[src/verilog/mpsc_pkg.sv]
package mpsc_pkg;
  // ****************************************
  // clock and timing
  // ****************************************
  localparam int unsigned CLK_MHZ = 250;
  localparam int unsigned WAKE_HOLD_MS = 5000;
  localparam int unsigned WAKE_HOLD_CYC = WAKE_HOLD_MS * CLK_MHZ * 1000;
  localparam int unsigned KEY_ON_MS = 1000;
  localparam int unsigned KEY_ON_CYC = KEY_ON_MS * CLK_MHZ * 1000;
  localparam int unsigned KEY_OFF_MS = 2500;
  localparam int unsigned KEY_OFF_CYC = KEY_OFF_MS * CLK_MHZ * 1000;
  localparam int unsigned IND_DELAY_MS = 100;
  localparam int unsigned IND_DELAY_CYC = IND_DELAY_MS * CLK_MHZ * 1000;
  localparam logic [7:0] SLEEP_PERIOD_CYC = 8'hFF;
  localparam logic [7:0] SLEEP_AWAKE_CYC = 8'h10;
  localparam int unsigned CNT_W = 32;

  // ****************************************
  // pin synchroniser layout and idle levels
  // ****************************************
  localparam int unsigned SYNC_W = 3;
  localparam int unsigned SYNC_KEY = 0;
  localparam int unsigned SYNC_FSD = 1;
  localparam int unsigned SYNC_HSD = 2;
  // key bit starts low: a key must be seen released before it can arm
  localparam logic [2:0] SYNC_RST_VAL = 3'h6;

  // ****************************************
  // host commands and power states
  // ****************************************
  typedef enum logic [2:0] {
    CMD_NONE = 3'h0,
    CMD_SHUTDOWN = 3'h1,
    CMD_FAST_SHUTDOWN = 3'h2,
    CMD_DEEP_CFG_ON = 3'h3,
    CMD_DEEP_CFG_OFF = 3'h4,
    CMD_SLEEP = 3'h5,
    CMD_WAKE = 3'h6
  } mpsc_cmd_t;

  typedef enum logic [3:0] {
    ST_OFF = 4'h0,
    ST_BOOT = 4'h1,
    ST_ON = 4'h2,
    ST_SLEEP = 4'h3,
    ST_DEEP = 4'h4,
    ST_DETACH = 4'h5,
    ST_FS_CLOSE = 4'h6,
    ST_FAST = 4'h7,
    ST_UNCOND = 4'h8
  } mpsc_state_t;
endpackage

[src/verilog/mpsc_sync_if.sv]
interface mpsc_sync_if;
  logic [mpsc_pkg::SYNC_W-1:0] raw;
  logic [mpsc_pkg::SYNC_W-1:0] sync;
  modport sync_side (input raw, output sync);
  modport user_side (output raw, input sync);
endinterface

[src/verilog/mpsc_pin_sync.sv]
module mpsc_pin_sync (
  input wire logic clk_in,
  input wire logic rst_in,
  mpsc_sync_if.sync_side pins
);
  // ****************************************
  // two-stage synchroniser
  // ****************************************
  logic [mpsc_pkg::SYNC_W-1:0] stage1_reg;
  logic [mpsc_pkg::SYNC_W-1:0] stage2_reg;

  always_ff @(posedge clk_in) begin
    if (rst_in) begin
      stage1_reg <= mpsc_pkg::SYNC_RST_VAL;
      stage2_reg <= mpsc_pkg::SYNC_RST_VAL;
    end else begin
      stage1_reg <= pins.raw;
      stage2_reg <= stage1_reg;
    end
  end

  assign pins.sync = stage2_reg;
endmodule // mpsc_pin_sync

[src/verilog/mpsc_power_ctrl.sv]
// Notes on behaviour
// RL1 - off keeps only real-time clock, baseband unpowered; leaves only toward on
// RL2 - on state powers baseband fully and accepts host commands
// RL3 - sleep wakes processor intermittently; commands still served with added latency
// RL4 - timer expiry with deep sleep configured powers baseband down until wake
// RL5 - key held low five seconds or more wakes device from deep sleep
// RL6 - indicator shows deep sleep only when deep sleep configured beforehand
// RL7 - indicator high while powered, not forceable low, low in deep sleep
// RL8 - real-time clock runs while supply present; settings lost when supply drops
// RL9 - enabled fast-shutdown pin falling edge starts fast shutdown
// RL10 - fast shutdown closes file storage only, skipping slow detach
// RL11 - fast shutdown command also starts fast shutdown
// RL12 - normal shutdown detaches from network, closes file storage, then powers off
// RL13 - host powers off by shutdown command or key sequence
// RL14 - key tied low disables pin wake from deep sleep
// RL15 - with key tied low host sends shutdown then removes supply
// RL16 - unconditional shutdown line resets and halts; release powers down without detach
// RL17 - host uses unconditional shutdown only as emergency exit
// RL18 - host drives no high levels onto pins while off or transitioning
// RL19 - key pulse widths and indicator delay are block parameters
// RL20 - key and fast-shutdown pins synchronised before detection
module mpsc_power_ctrl #(
  parameter int unsigned KEY_ON_CYC = mpsc_pkg::KEY_ON_CYC,
  parameter int unsigned KEY_OFF_CYC = mpsc_pkg::KEY_OFF_CYC,
  parameter int unsigned WAKE_HOLD_CYC = mpsc_pkg::WAKE_HOLD_CYC,
  parameter int unsigned IND_DELAY_CYC = mpsc_pkg::IND_DELAY_CYC
) (
  input wire logic ref_clk_in,
  input wire logic sys_rst_in,
  input wire logic main_supply_in,
  input wire logic power_key_n_in,
  input wire logic fsd_pin_in,
  input wire logic fsd_pin_enable_in,
  input wire logic uncond_shdn_n_in,
  input wire logic cmd_valid_in,
  input wire logic [2:0] cmd_code_in,
  input wire logic update_timer_expired_in,
  input wire logic scheduled_wake_in,
  input wire logic detach_done_in,
  input wire logic storage_closed_in,
  output logic power_on_indicator_out,
  output logic baseband_power_out,
  output logic rtc_run_out,
  output logic cpu_run_out,
  output logic core_reset_out,
  output logic net_detach_req_out,
  output logic storage_close_req_out,
  output logic cmd_ack_out,
  output logic deep_cfg_out,
  output logic [3:0] state_out
);
  // ****************************************
  // pin synchronisation
  // ****************************************
  mpsc_sync_if sync_bus ();

  assign sync_bus.raw = {uncond_shdn_n_in, fsd_pin_in, power_key_n_in};

  // RL20 synchronise pins
  mpsc_pin_sync u_sync (
    .clk_in(ref_clk_in),
    .rst_in(sys_rst_in),
    .pins(sync_bus.sync_side)
  );

  wire key_low = ~sync_bus.sync[mpsc_pkg::SYNC_KEY];
  wire fsd_lvl = sync_bus.sync[mpsc_pkg::SYNC_FSD];
  wire hsd_low = ~sync_bus.sync[mpsc_pkg::SYNC_HSD];

  // ****************************************
  // state and helpers
  // ****************************************
  mpsc_pkg::mpsc_state_t state_reg;
  mpsc_pkg::mpsc_state_t state_next;
  logic [mpsc_pkg::CNT_W-1:0] key_cnt_reg;
  logic [mpsc_pkg::CNT_W-1:0] boot_cnt_reg;
  logic [7:0] duty_cnt_reg;
  logic key_armed_reg;
  logic fsd_prev_reg;
  logic deep_cfg_reg;
  logic ack_reg;
  logic ind_reg;
  logic bb_reg;
  logic cpu_reg;
  logic crst_reg;
  logic det_reg;
  logic stc_reg;
  logic rtc_reg;

  // a key held low since reset is never armed, so a tied-low key cannot act
  wire key_counting = key_low & key_armed_reg;
  wire key_on_hit = key_counting & (key_cnt_reg >= KEY_ON_CYC[mpsc_pkg::CNT_W-1:0]);
  wire key_off_hit = key_counting & (key_cnt_reg >= KEY_OFF_CYC[mpsc_pkg::CNT_W-1:0]);
  wire key_wake_hit = key_counting & (key_cnt_reg >= WAKE_HOLD_CYC[mpsc_pkg::CNT_W-1:0]);
  wire boot_done = boot_cnt_reg >= IND_DELAY_CYC[mpsc_pkg::CNT_W-1:0];

  // RL9 enabled falling edge
  wire fsd_fall = fsd_pin_enable_in & fsd_prev_reg & ~fsd_lvl;

  // RL3 intermittent processor
  wire sleep_awake = duty_cnt_reg < mpsc_pkg::SLEEP_AWAKE_CYC;

  // RL2 commands in on state
  wire cmd_take = cmd_valid_in & ~ack_reg &
                  ((state_reg == mpsc_pkg::ST_ON) |
                   ((state_reg == mpsc_pkg::ST_SLEEP) & sleep_awake));
  wire cmd_shdn = cmd_take & (cmd_code_in == mpsc_pkg::CMD_SHUTDOWN);
  wire cmd_fast = cmd_take & (cmd_code_in == mpsc_pkg::CMD_FAST_SHUTDOWN);
  wire cmd_cfg_on = cmd_take & (cmd_code_in == mpsc_pkg::CMD_DEEP_CFG_ON);
  wire cmd_cfg_off = cmd_take & (cmd_code_in == mpsc_pkg::CMD_DEEP_CFG_OFF);
  wire cmd_sleep = cmd_take & (cmd_code_in == mpsc_pkg::CMD_SLEEP);
  wire cmd_wake = cmd_take & (cmd_code_in == mpsc_pkg::CMD_WAKE);

  wire awake_state = (state_reg == mpsc_pkg::ST_ON) | (state_reg == mpsc_pkg::ST_SLEEP);
  // RL16 not honoured while off, booting or in deep sleep
  wire uncond_go = hsd_low & (awake_state |
                   (state_reg == mpsc_pkg::ST_DETACH) |
                   (state_reg == mpsc_pkg::ST_FS_CLOSE) |
                   (state_reg == mpsc_pkg::ST_FAST));

  // ****************************************
  // next-state decode
  // ****************************************
  always_comb begin
    state_next = state_reg;
    case (state_reg)
      mpsc_pkg::ST_OFF: begin
        // RL1 only exit is power-on
        if (key_on_hit) begin
          state_next = mpsc_pkg::ST_BOOT;
        end
      end
      mpsc_pkg::ST_BOOT: begin
        // RL19 indicator delay
        if (boot_done) begin
          state_next = mpsc_pkg::ST_ON;
        end
      end
      mpsc_pkg::ST_ON, mpsc_pkg::ST_SLEEP: begin
        if (uncond_go) begin
          state_next = mpsc_pkg::ST_UNCOND;
        end else if (fsd_fall | cmd_fast) begin
          // RL11 fast shutdown command
          state_next = mpsc_pkg::ST_FAST;
        end else if (cmd_shdn | key_off_hit) begin
          // RL13 command or key sequence
          state_next = mpsc_pkg::ST_DETACH;
        end else if (update_timer_expired_in & deep_cfg_reg) begin
          // RL4 enter deep sleep
          state_next = mpsc_pkg::ST_DEEP;
        end else if (cmd_sleep) begin
          state_next = mpsc_pkg::ST_SLEEP;
        end else if (cmd_wake) begin
          state_next = mpsc_pkg::ST_ON;
        end
      end
      mpsc_pkg::ST_DEEP: begin
        // RL5 long key hold wakes
        if (key_wake_hit | scheduled_wake_in) begin
          state_next = mpsc_pkg::ST_BOOT;
        end
      end
      mpsc_pkg::ST_DETACH: begin
        // RL12 detach before closing storage
        if (uncond_go) begin
          state_next = mpsc_pkg::ST_UNCOND;
        end else if (detach_done_in) begin
          state_next = mpsc_pkg::ST_FS_CLOSE;
        end
      end
      mpsc_pkg::ST_FS_CLOSE, mpsc_pkg::ST_FAST: begin
        // RL10 storage closed then off
        if (uncond_go) begin
          state_next = mpsc_pkg::ST_UNCOND;
        end else if (storage_closed_in) begin
          state_next = mpsc_pkg::ST_OFF;
        end
      end
      mpsc_pkg::ST_UNCOND: begin
        // RL16 release powers down
        if (!hsd_low) begin
          state_next = mpsc_pkg::ST_OFF;
        end
      end
      default: begin
        state_next = mpsc_pkg::ST_OFF;
      end
    endcase
    // RL8 supply loss forces off
    if (!main_supply_in) begin
      state_next = mpsc_pkg::ST_OFF;
    end
  end

  wire next_awake = (state_next == mpsc_pkg::ST_ON) | (state_next == mpsc_pkg::ST_SLEEP);
  wire next_closing = (state_next == mpsc_pkg::ST_DETACH) |
                      (state_next == mpsc_pkg::ST_FS_CLOSE) |
                      (state_next == mpsc_pkg::ST_FAST);
  // RL7 indicator high when powered, low during boot delay
  wire ind_next = next_awake | next_closing | (state_next == mpsc_pkg::ST_UNCOND);
  // RL1 baseband off in off and deep sleep
  wire bb_next = ind_next | (state_next == mpsc_pkg::ST_BOOT);
  wire cpu_next = (state_next == mpsc_pkg::ST_SLEEP) ? sleep_awake : bb_next;
  wire key_cnt_clr = ~key_counting | (state_next != state_reg);

  // ****************************************
  // registers
  // ****************************************
  always_ff @(posedge ref_clk_in) begin
    if (sys_rst_in) begin
      state_reg <= mpsc_pkg::ST_OFF;
      key_cnt_reg <= '0;
      boot_cnt_reg <= '0;
      duty_cnt_reg <= '0;
      key_armed_reg <= 1'b0;
      fsd_prev_reg <= 1'b1;
      deep_cfg_reg <= 1'b0;
      ack_reg <= 1'b0;
    end else begin
      state_reg <= state_next;
      fsd_prev_reg <= fsd_lvl;
      ack_reg <= cmd_take;
      // RL14 re-arm only after release
      if (!key_low) begin
        key_armed_reg <= 1'b1;
      end else if (state_next != state_reg) begin
        key_armed_reg <= 1'b0;
      end
      key_cnt_reg <= key_cnt_clr ? '0 : key_cnt_reg + 1'b1;
      boot_cnt_reg <= (state_reg == mpsc_pkg::ST_BOOT) ? boot_cnt_reg + 1'b1 : '0;
      duty_cnt_reg <= (duty_cnt_reg >= mpsc_pkg::SLEEP_PERIOD_CYC) ? '0 : duty_cnt_reg + 1'b1;
      // RL6 deep sleep only after configuration
      if (!main_supply_in | cmd_cfg_off) begin
        deep_cfg_reg <= 1'b0;
      end else if (cmd_cfg_on) begin
        deep_cfg_reg <= 1'b1;
      end
    end
  end

  always_ff @(posedge ref_clk_in) begin
    if (sys_rst_in) begin
      ind_reg <= 1'b0;
      bb_reg <= 1'b0;
      cpu_reg <= 1'b0;
      crst_reg <= 1'b0;
      det_reg <= 1'b0;
      stc_reg <= 1'b0;
    end else begin
      ind_reg <= ind_next;
      bb_reg <= bb_next;
      cpu_reg <= cpu_next;
      // RL16 reset and halt
      crst_reg <= state_next == mpsc_pkg::ST_UNCOND;
      det_reg <= state_next == mpsc_pkg::ST_DETACH;
      stc_reg <= (state_next == mpsc_pkg::ST_FS_CLOSE) | (state_next == mpsc_pkg::ST_FAST);
    end
  end

  // no reset: the clock lives on supply alone, not on core reset
  always_ff @(posedge ref_clk_in) begin
    rtc_reg <= main_supply_in;
  end

  // ****************************************
  // outputs
  // ****************************************
  assign power_on_indicator_out = ind_reg;
  assign baseband_power_out = bb_reg;
  // RL8 clock follows supply
  assign rtc_run_out = rtc_reg;
  assign cpu_run_out = cpu_reg;
  assign core_reset_out = crst_reg;
  assign net_detach_req_out = det_reg;
  assign storage_close_req_out = stc_reg;
  assign cmd_ack_out = ack_reg;
  assign deep_cfg_out = deep_cfg_reg;
  assign state_out = state_reg;
endmodule // mpsc_power_ctrl

[config.mk]
export PLATFORM = sky130hd
export DESIGN_NAME = mpsc_power_ctrl
export DESIGN_NICKNAME = d
export VERILOG_FILES = /design/src/verilog/mpsc_pkg.sv /design/src/verilog/mpsc_sync_if.sv /design/src/verilog/mpsc_pin_sync.sv /design/src/verilog/mpsc_power_ctrl.sv
export SDC_FILE = /design/constraint.sdc
export NUM_CORES = 1
export LEC_CHECK = 0
export BUFFER_PORTS_ARGS = -buffer_cell sky130_fd_sc_hd__buf_2
export CORE_MARGIN = 4
export CORE_UTILIZATION = 47
export CTS_CLUSTER_SIZE = 24
export DETAILED_ROUTE_END_ITERATION = 16
export SLEW_MARGIN = 20
export SYNTH_ARGS = -nofsm -noshare
export SYNTH_HDL_FRONTEND = slang
export SYNTH_HIERARCHICAL = 1
export SYNTH_SLANG_ARGS = --single-unit
[constraint.sdc]
create_clock -name ref_clk_in -period 3.2 [get_ports ref_clk_in]
set_input_delay 0.32 -clock ref_clk_in [delete_from_list [all_inputs] [get_ports ref_clk_in]]
set_output_delay 0.32 -clock ref_clk_in [all_outputs]
set_load 0.02 [all_outputs]
# Word level (Yosys, flattened, before mapping)
# Index checks and enable logic that the tools add are counted.
[classes] n_reduce_logical=9 n_lt_le_gt_ge=6 n_addsub=3 n_eq_ne=22 bitwise=40 muxes=19
[ops] operator="32-bit by 1-bit adder with 32-bit output (second input constant)" count=2
[ops] operator="4-bit 2-to-1 mux" count=15
[ops] operator="32-bit by 25-bit greater-or-equal comparator with 1-bit output (second input constant)" count=1
[ops] operator="32-bit by 28-bit greater-or-equal comparator with 1-bit output (second input constant)" count=1
[ops] operator="32-bit by 30-bit greater-or-equal comparator with 1-bit output (second input constant)" count=1
[ops] operator="32-bit by 31-bit greater-or-equal comparator with 1-bit output (second input constant)" count=1
[ops] operator="4-bit by 3-bit equality test with 1-bit output (second input constant)" count=7
[ops] operator="4-bit one-hot mux with 7 select lines" count=1
[ops] operator="1-bit bitwise AND" count=17
[ops] operator="1-bit bitwise OR" count=17
[ops] operator="4-bit by 2-bit equality test with 1-bit output (second input constant)" count=4
[ops] operator="2-bit OR reduction" count=6
[ops] operator="3-bit equality test (second input constant)" count=3
[ops] operator="8-bit by 1-bit adder with 8-bit output (second input constant)" count=1
[ops] operator="4-bit by 1-bit equality test with 1-bit output (second input constant)" count=2
[ops] operator="4-bit equality test (second input constant)" count=2
[ops] operator="8-bit greater-or-equal comparator (second input constant)" count=1
[ops] operator="8-bit by 5-bit < comparator with 1-bit output (second input constant)" count=1
[ops] operator="3-bit by 2-bit equality test with 1-bit output (second input constant)" count=2
[ops] operator="1-bit NOT" count=6
[ops] operator="4-bit logical NOT" count=1
[ops] operator="4-bit != test" count=1
[ops] operator="3-bit by 1-bit equality test with 1-bit output (second input constant)" count=1
[ops] operator="1-bit 2-to-1 mux" count=3
[ops] operator="2 further kinds" count=2
[word_totals] input_bits=15 reg_bits=93 wordCells=116 out_inout_bits=13

# Longest topological paths before layout
[logic_depth] depth_word=20 ltp_mapped=10 depth_no_buf=8

# By module
# Netlist, hierarchy kept.
[by_module_without_submodules] mod="mpsc_power_ctrl" cells_each=532 area_per_inst_um2=4593.2 n_inst=1 seq_area_each_um2=1741.7
[by_module_without_submodules] mod="mpsc_pin_sync" cells_each=12 area_per_inst_um2=157.7 n_inst=1 seq_area_each_um2=120.1

# Worst setup path after synthesis
# No wires, ideal clock.
[synth_path] path_type="register to register" start="register state_reg[1], in the netlist state_out[1]" end="register key_cnt_reg[0] in the netlist's numbering" setup_time_ns=0.103 path_slack_ns=0.650 period_less_slack_ns=2.550 n_path_buf=3 t_arrival_ns=2.447 required_time_ns=3.097 stages_incl_launch_ff=11 path_cell_list="dfxtp_1 buf_2 and2_1 a2111oi_0 o21ai_0 nor4bb_1 a21bo_2 or3_1 buf_2 buf_6 a2111oi_2"
[synth_via] elab_chain_len=16 word_cells_on_any_way=44 cone_classes="9 x eq/ne; 16 x mux; 15 x bitwise; 4 x reduce/logical"
[synth_rtl] item="from (decl)" line_no="mpsc_power_ctrl.sv:73" source="mpsc_pkg::mpsc_state_t state_reg;"
[synth_rtl] item="from (signal assigned)" line_no="mpsc_power_ctrl.sv:211" source="state_reg <= mpsc_pkg::ST_OFF;"
[synth_rtl] item="from (signal assigned)" line_no="mpsc_power_ctrl.sv:220" source="state_reg <= state_next;"
[synth_rtl] item="4-bit by 2-bit equality test with 1-bit output" line_no="mpsc_power_ctrl.sv:106, mpsc_power_ctrl.sv:114, mpsc_power_ctrl.sv:126"
[synth_rtl] item="1-bit bitwise AND" line_no="mpsc_power_ctrl.sv:106" source="((state_reg == mpsc_pkg::ST_SLEEP) & sleep_awake));"
[synth_rtl] item="1-bit bitwise OR" line_no="mpsc_power_ctrl.sv:105" source="((state_reg == mpsc_pkg::ST_ON) |"
[synth_rtl] item="1-bit bitwise AND" line_no="mpsc_power_ctrl.sv:104" source="wire cmd_take = cmd_valid_in & ~ack_reg &"
[synth_rtl] item="1-bit bitwise AND" line_no="mpsc_power_ctrl.sv:112" source="wire cmd_wake = cmd_take & (cmd_code_in == mpsc_pkg::CMD_WAKE);"
[synth_rtl] item="4-bit 2-to-1 mux" line_no="mpsc_power_ctrl.sv:153" source="end else if (cmd_wake) begin"
[synth_rtl] item="4-bit 2-to-1 mux" line_no="mpsc_power_ctrl.sv:151" source="end else if (cmd_sleep) begin"
[synth_rtl] item="4-bit 2-to-1 mux" line_no="mpsc_power_ctrl.sv:148" source="end else if (update_timer_expired_in & deep_cfg_reg) begin"
[synth_rtl] item="4-bit 2-to-1 mux" line_no="mpsc_power_ctrl.sv:145" source="end else if (cmd_shdn | key_off_hit) begin"
[synth_rtl] item="4-bit 2-to-1 mux" line_no="mpsc_power_ctrl.sv:142" source="end else if (fsd_fall | cmd_fast) begin"
[synth_rtl] item="4-bit 2-to-1 mux" line_no="mpsc_power_ctrl.sv:140" source="if (uncond_go) begin"
[synth_rtl] item="4-bit one-hot mux with 7 select lines" line_no="mpsc_power_ctrl.sv:126" source="case (state_reg)"
[synth_rtl] item="4-bit 2-to-1 mux" line_no="mpsc_power_ctrl.sv:190" source="if (!main_supply_in) begin"
[synth_rtl] item="4-bit != test *" line_no="mpsc_power_ctrl.sv:204" source="wire key_cnt_clr = ~key_counting | (state_next != state_reg);"
[synth_rtl] item="1-bit bitwise OR *" line_no="mpsc_power_ctrl.sv:204"
[synth_rtl] item="2-bit OR reduction (no line) *"
[synth_rtl] item="to (signal assigned)" line_no="mpsc_power_ctrl.sv:229" source="key_cnt_reg <= key_cnt_clr ? '0 : key_cnt_reg + 1'b1;"
[synth_rtl] item="to (decl)" line_no="mpsc_power_ctrl.sv:75" source="logic [mpsc_pkg::CNT_W-1:0] key_cnt_reg;"
# Mark *: on every way between the ends. The rest lies on a longest branch, timed or not.
# A chain may end at the register's enable or synchronous reset.

# Final worst setup path
[layout_path] start="register duty_cnt_reg[4]" end="register key_cnt_reg[11] in the netlist's numbering"
[layout_via] elab_chain_len=16 word_cells_on_any_way=21 cone_classes="1 x order compare; 1 x eq/ne; 8 x mux; 10 x bitwise; 1 x reduce/logical"
[layout_rtl] item="from (decl)" line_no="mpsc_power_ctrl.sv:77" source="logic [7:0] duty_cnt_reg;"
[layout_rtl] item="from (signal assigned)" line_no="mpsc_power_ctrl.sv:231" source="duty_cnt_reg <= (duty_cnt_reg >= mpsc_pkg::SLEEP_PERIOD_CYC) ? '0 : duty_cnt_reg + 1'b1;"
[layout_rtl] item="8-bit by 5-bit < comparator with 1-bit output *" line_no="mpsc_power_ctrl.sv:101" source="wire sleep_awake = duty_cnt_reg < mpsc_pkg::SLEEP_AWAKE_CYC;"
[layout_rtl] item="1-bit bitwise AND *" line_no="mpsc_power_ctrl.sv:106"
[layout_rtl] item="1-bit bitwise OR *" line_no="mpsc_power_ctrl.sv:105"
[layout_rtl] item="1-bit bitwise AND *" line_no="mpsc_power_ctrl.sv:104"
[layout_rtl] item="1-bit bitwise AND" line_no="mpsc_power_ctrl.sv:112"
[layout_rtl] item="4-bit 2-to-1 mux" line_no="mpsc_power_ctrl.sv:153"
[layout_rtl] item="4-bit 2-to-1 mux" line_no="mpsc_power_ctrl.sv:151"
[layout_rtl] item="4-bit 2-to-1 mux" line_no="mpsc_power_ctrl.sv:148"
[layout_rtl] item="4-bit 2-to-1 mux" line_no="mpsc_power_ctrl.sv:145"
[layout_rtl] item="4-bit 2-to-1 mux *" line_no="mpsc_power_ctrl.sv:142"
[layout_rtl] item="4-bit 2-to-1 mux *" line_no="mpsc_power_ctrl.sv:140"
[layout_rtl] item="4-bit one-hot mux with 7 select lines *" line_no="mpsc_power_ctrl.sv:126"
[layout_rtl] item="4-bit 2-to-1 mux *" line_no="mpsc_power_ctrl.sv:190"
[layout_rtl] item="4-bit != test *" line_no="mpsc_power_ctrl.sv:204"
[layout_rtl] item="1-bit bitwise OR *" line_no="mpsc_power_ctrl.sv:204"
[layout_rtl] item="2-bit OR reduction (no line) *"
# Marks and branches as above.

==> summary.md <==
| Metric | Value |
|---|---|
| Post-synth ARST share | `0%` |
| Routed vias/inst | `5.71` |
| Met3 wire length | `373 um` |
| RR Startpoint | `duty_cnt_reg[4]` |
| Vias in the first global route | `3,777` |
| RSZ-0062 raised after global routing | `false` |
| Syn. warnings | `6` |
| Root buffer cell | `clkbuf_8` |
| Fin Setup TNS | `0 ps` |
| Met1 WL | `5250 um` |
| Final wirelength | `10,600 um` |
| Setup ws final | `349 ps` |
| Critical path class | `register to register` |
| Critical path arrival | `3100 ps` |
| Final min period | `2850 ps` |
| IO Pins | `28` |
| Mapped Avg Cell Area | `8.73 um2` |
| Area Growth Syn to Fin | `10.1%` |
| Total power | `0.00206 W` |
| Hold-fix buffers, CTS | `0` |
| Clock latency on the worst-skew pair | `370 ps` |
| Worst rel slew slack | `25.4%` |
| R2R Path End | `key_cnt_reg[11]` |
| Startpoint Class | `register` |
| MaxCap Viol Count | `0` |
| Cell Rows | `36` |
| Cts bufs inserted | `9` |
| Slew @ Worst Pin | `1120 ps` |
| Setup-failing EPs final | `0` |
| Syn_nets | `564` |
| Layout cells sized above 1 | `14.4%` |
| Cells after Synth | `544` |
| Tot GR Track Use | `19.1%` |
| CP endpoint kind | `register` |
| Vias | `4,016` |
| HPWL Detailed | `7400 um` |
| Status | `completed` |
| Initial DRT Pass Iterations | `4` |
| Most common cell after layout, fill and taps aside | `dfxtp_1` |
| Ant diodes | `0` |
| Gr ovfl total | `0` |
| Clock Sinks | `93` |
| Max layer used | `met4` |
| Die Ht | `109 um` |
| Layout Nets | `585` |
| Worst-case clock buffer depth | `2` |
| Final Hold Fails | `0` |
| CTS resizes | `0` |
| Initial Util | `48.4%` |
| Ys flop type | `dfxtp_1` |
| Global-route wire length before repair | `18,100 um` |
| Initial antenna violation count | `0` |
| LEAKAGE | `1.69 nW` |
| R2R cell count | `8` |
| Post-CTS setup buffers | `0` |
| Post-DR wirelength/cell | `15.1 um` |
| Htree depth | `3` |
| Final core occ | `53.2%` |
| Worst Hold Path EP | `u_sync/stage1_reg[2]` |
| GPL Wtd Cong | `0.819` |
| Core area | `9820 um2` |
| Crit Path Max Fanout | `33` |
| EDFF count, synth | `0` |
| CTS clk-pin slew, worst paths | `100 ps` |
| FMAX | `351 MHz` |
| Register area share after synthesis | `39.2%` |
| Remaining routing DRC violations | `0` |
| Largest net degree at the start of global routing | `34` |
| CTS tree | `yes` |
| Crit share post-route | `89.1%` |
| Worst endpoint required time | `3450 ps` |
| Buffers added on ports | `27` |
| Min-delay src | `uncond_shdn_n_in` |
| WL met2 | `4800 um` |
| Most frequent cells in the layout | `92 x dfxtp_1, 59 x nor2_1, 37 x nand3_1` |
| Seq cells post-synth | `93` |
| Die area | `11,800 um2` |
| Hold depth | `2` |
| Fillers | `971` |
| Post-Layout Inst Area | `5230 um2` |
| Worst vdd ir | `0.219 mV` |
| DRT iter0 DRCs | `178` |
| Area of the mapped netlist | `4750 um2` |
| Worst min path class | `primary input to register` |
| Post-place setup slack | `295 ps` |
| Die X | `109 um` |
| Slew Limit Fails | `0` |
| PwrDens | `395 nW/um2` |
| Antenna viol nets, final | `0` |
| Count of cell types in the netlist | `68` |
| Placed Area | `5010 um2` |
| Final clock skew | `16.8 ps` |
| Reg2reg setup slack | `350 ps` |
-- worst max-delay path: stages, from the launching register on --
cell,delay (ps)
dfxtp_1,370
o41ai_2,540
nand4b_1,160
mux2_2,280
a21oi_1,160
a21oi_1,170
or3_1,420
buf_12,200
a2111oi_0,400
-- cell type report --
class | count | area, um2 | share of cell area, %
Multi-Input combinational cell | 408 | 2710 | 51.8
Sequential cell | 93 | 1860 | 35.6
Timing Repair Buffer | 35 | 208 | 3.97
Tap cell | 133 | 166 | 3.18
Clock buffer | 11 | 151 | 2.90
Inverter | 18 | 67.6 | 1.29
Clock inverter | 5 | 63.8 | 1.22
-- where the power goes --
group / total [W] / internal [W] / switching [W]
logic: 0.0000499 / 0.0000192 / 0.0000306
clock network: 0.000843 / 0.000411 / 0.000432
registers: 0.00117 / 0.00117 / 0.00000581
total: 0.00206 / 0.00160 / 0.000469
-- kinds of logic (layout without fill, tap and decap cells) --
| family | after synthesis | count (layout) | synth area share [%] |
|---|---|---|---|
| buf+inv | 43 | 69 | 3.92 |
| simple gates | 236 | 236 | 26.2 |
| xor+xnor | 58 | 58 | 10.7 |
| compound gates | 107 | 107 | 18.2 |
| fa+ha+maj | 5 | 5 | 1.32 |
| mux | 2 | 2 | 0.448 |
| flops | 93 | 93 | 39.2 |
-- layer usage --
metal / GRT usage, % / vias up
li1: - / 2022
met1: 26.2 / 1904
met2: 29.4 / 71
met3: 3.70 / 19
met4: 7.48 / 0
met5: 0 / -
-- how the worst max path moves through the flow --
stage	from	to	slack (ps)	cells past startpoint
after floorplan	state_out[1]	key_cnt_reg[0]	650	10
after CTS	state_out[0]	key_cnt_reg[11]	260	9
final	duty_cnt_reg[4]	key_cnt_reg[11]	350	8
after global placement	state_out[0]	key_cnt_reg[11]	330	9
after detailed placement	state_out[0]	key_cnt_reg[7]	300	9
after global routing	state_out[0]	key_cnt_reg[11]	30	9
-- metrics by stage --
stage / instances / hold slack [ps]
after global routing: 703 / 109
after global placement: 687 / 383
after floorplan: 544 / 348
final: 703 / 121
after CTS: 703 / 110
after detailed placement: 687 / 389
-- cells in the mapped netlist, drive strengths merged, types with 2 or more instances --
cell type	n	area, um2
a2111oi	21	273
o2111ai	3	32.5
nand2b	9	56.3
xor2	32	280
or3	11	68.8
clkbuf	16	61.3
nand2	29	111
nor3	17	85.1
xnor2	26	228
nor4	5	31.3
a31oi	5	31.3
buf	9	57.6
or2	9	56.3
nand3b	2	15.0
and2	3	18.8
nand4b	4	35.0
ha	5	62.6
inv	18	67.6
a211oi	18	140
dfxtp	93	1860
nand3	37	185
nor4b	3	26.3
nand4	12	75.1
a21oi	20	104
nor2b	7	43.8
o21ai	18	93.8
a41oi	2	17.5
nor2	59	221
and3	15	93.8
o22ai	2	12.5
or4	3	22.5
o41ai	2	25.0
and4	4	35.0
nor3b	2	15.0
nor4bb	2	20.0
(Power assumes the default switching activity.)
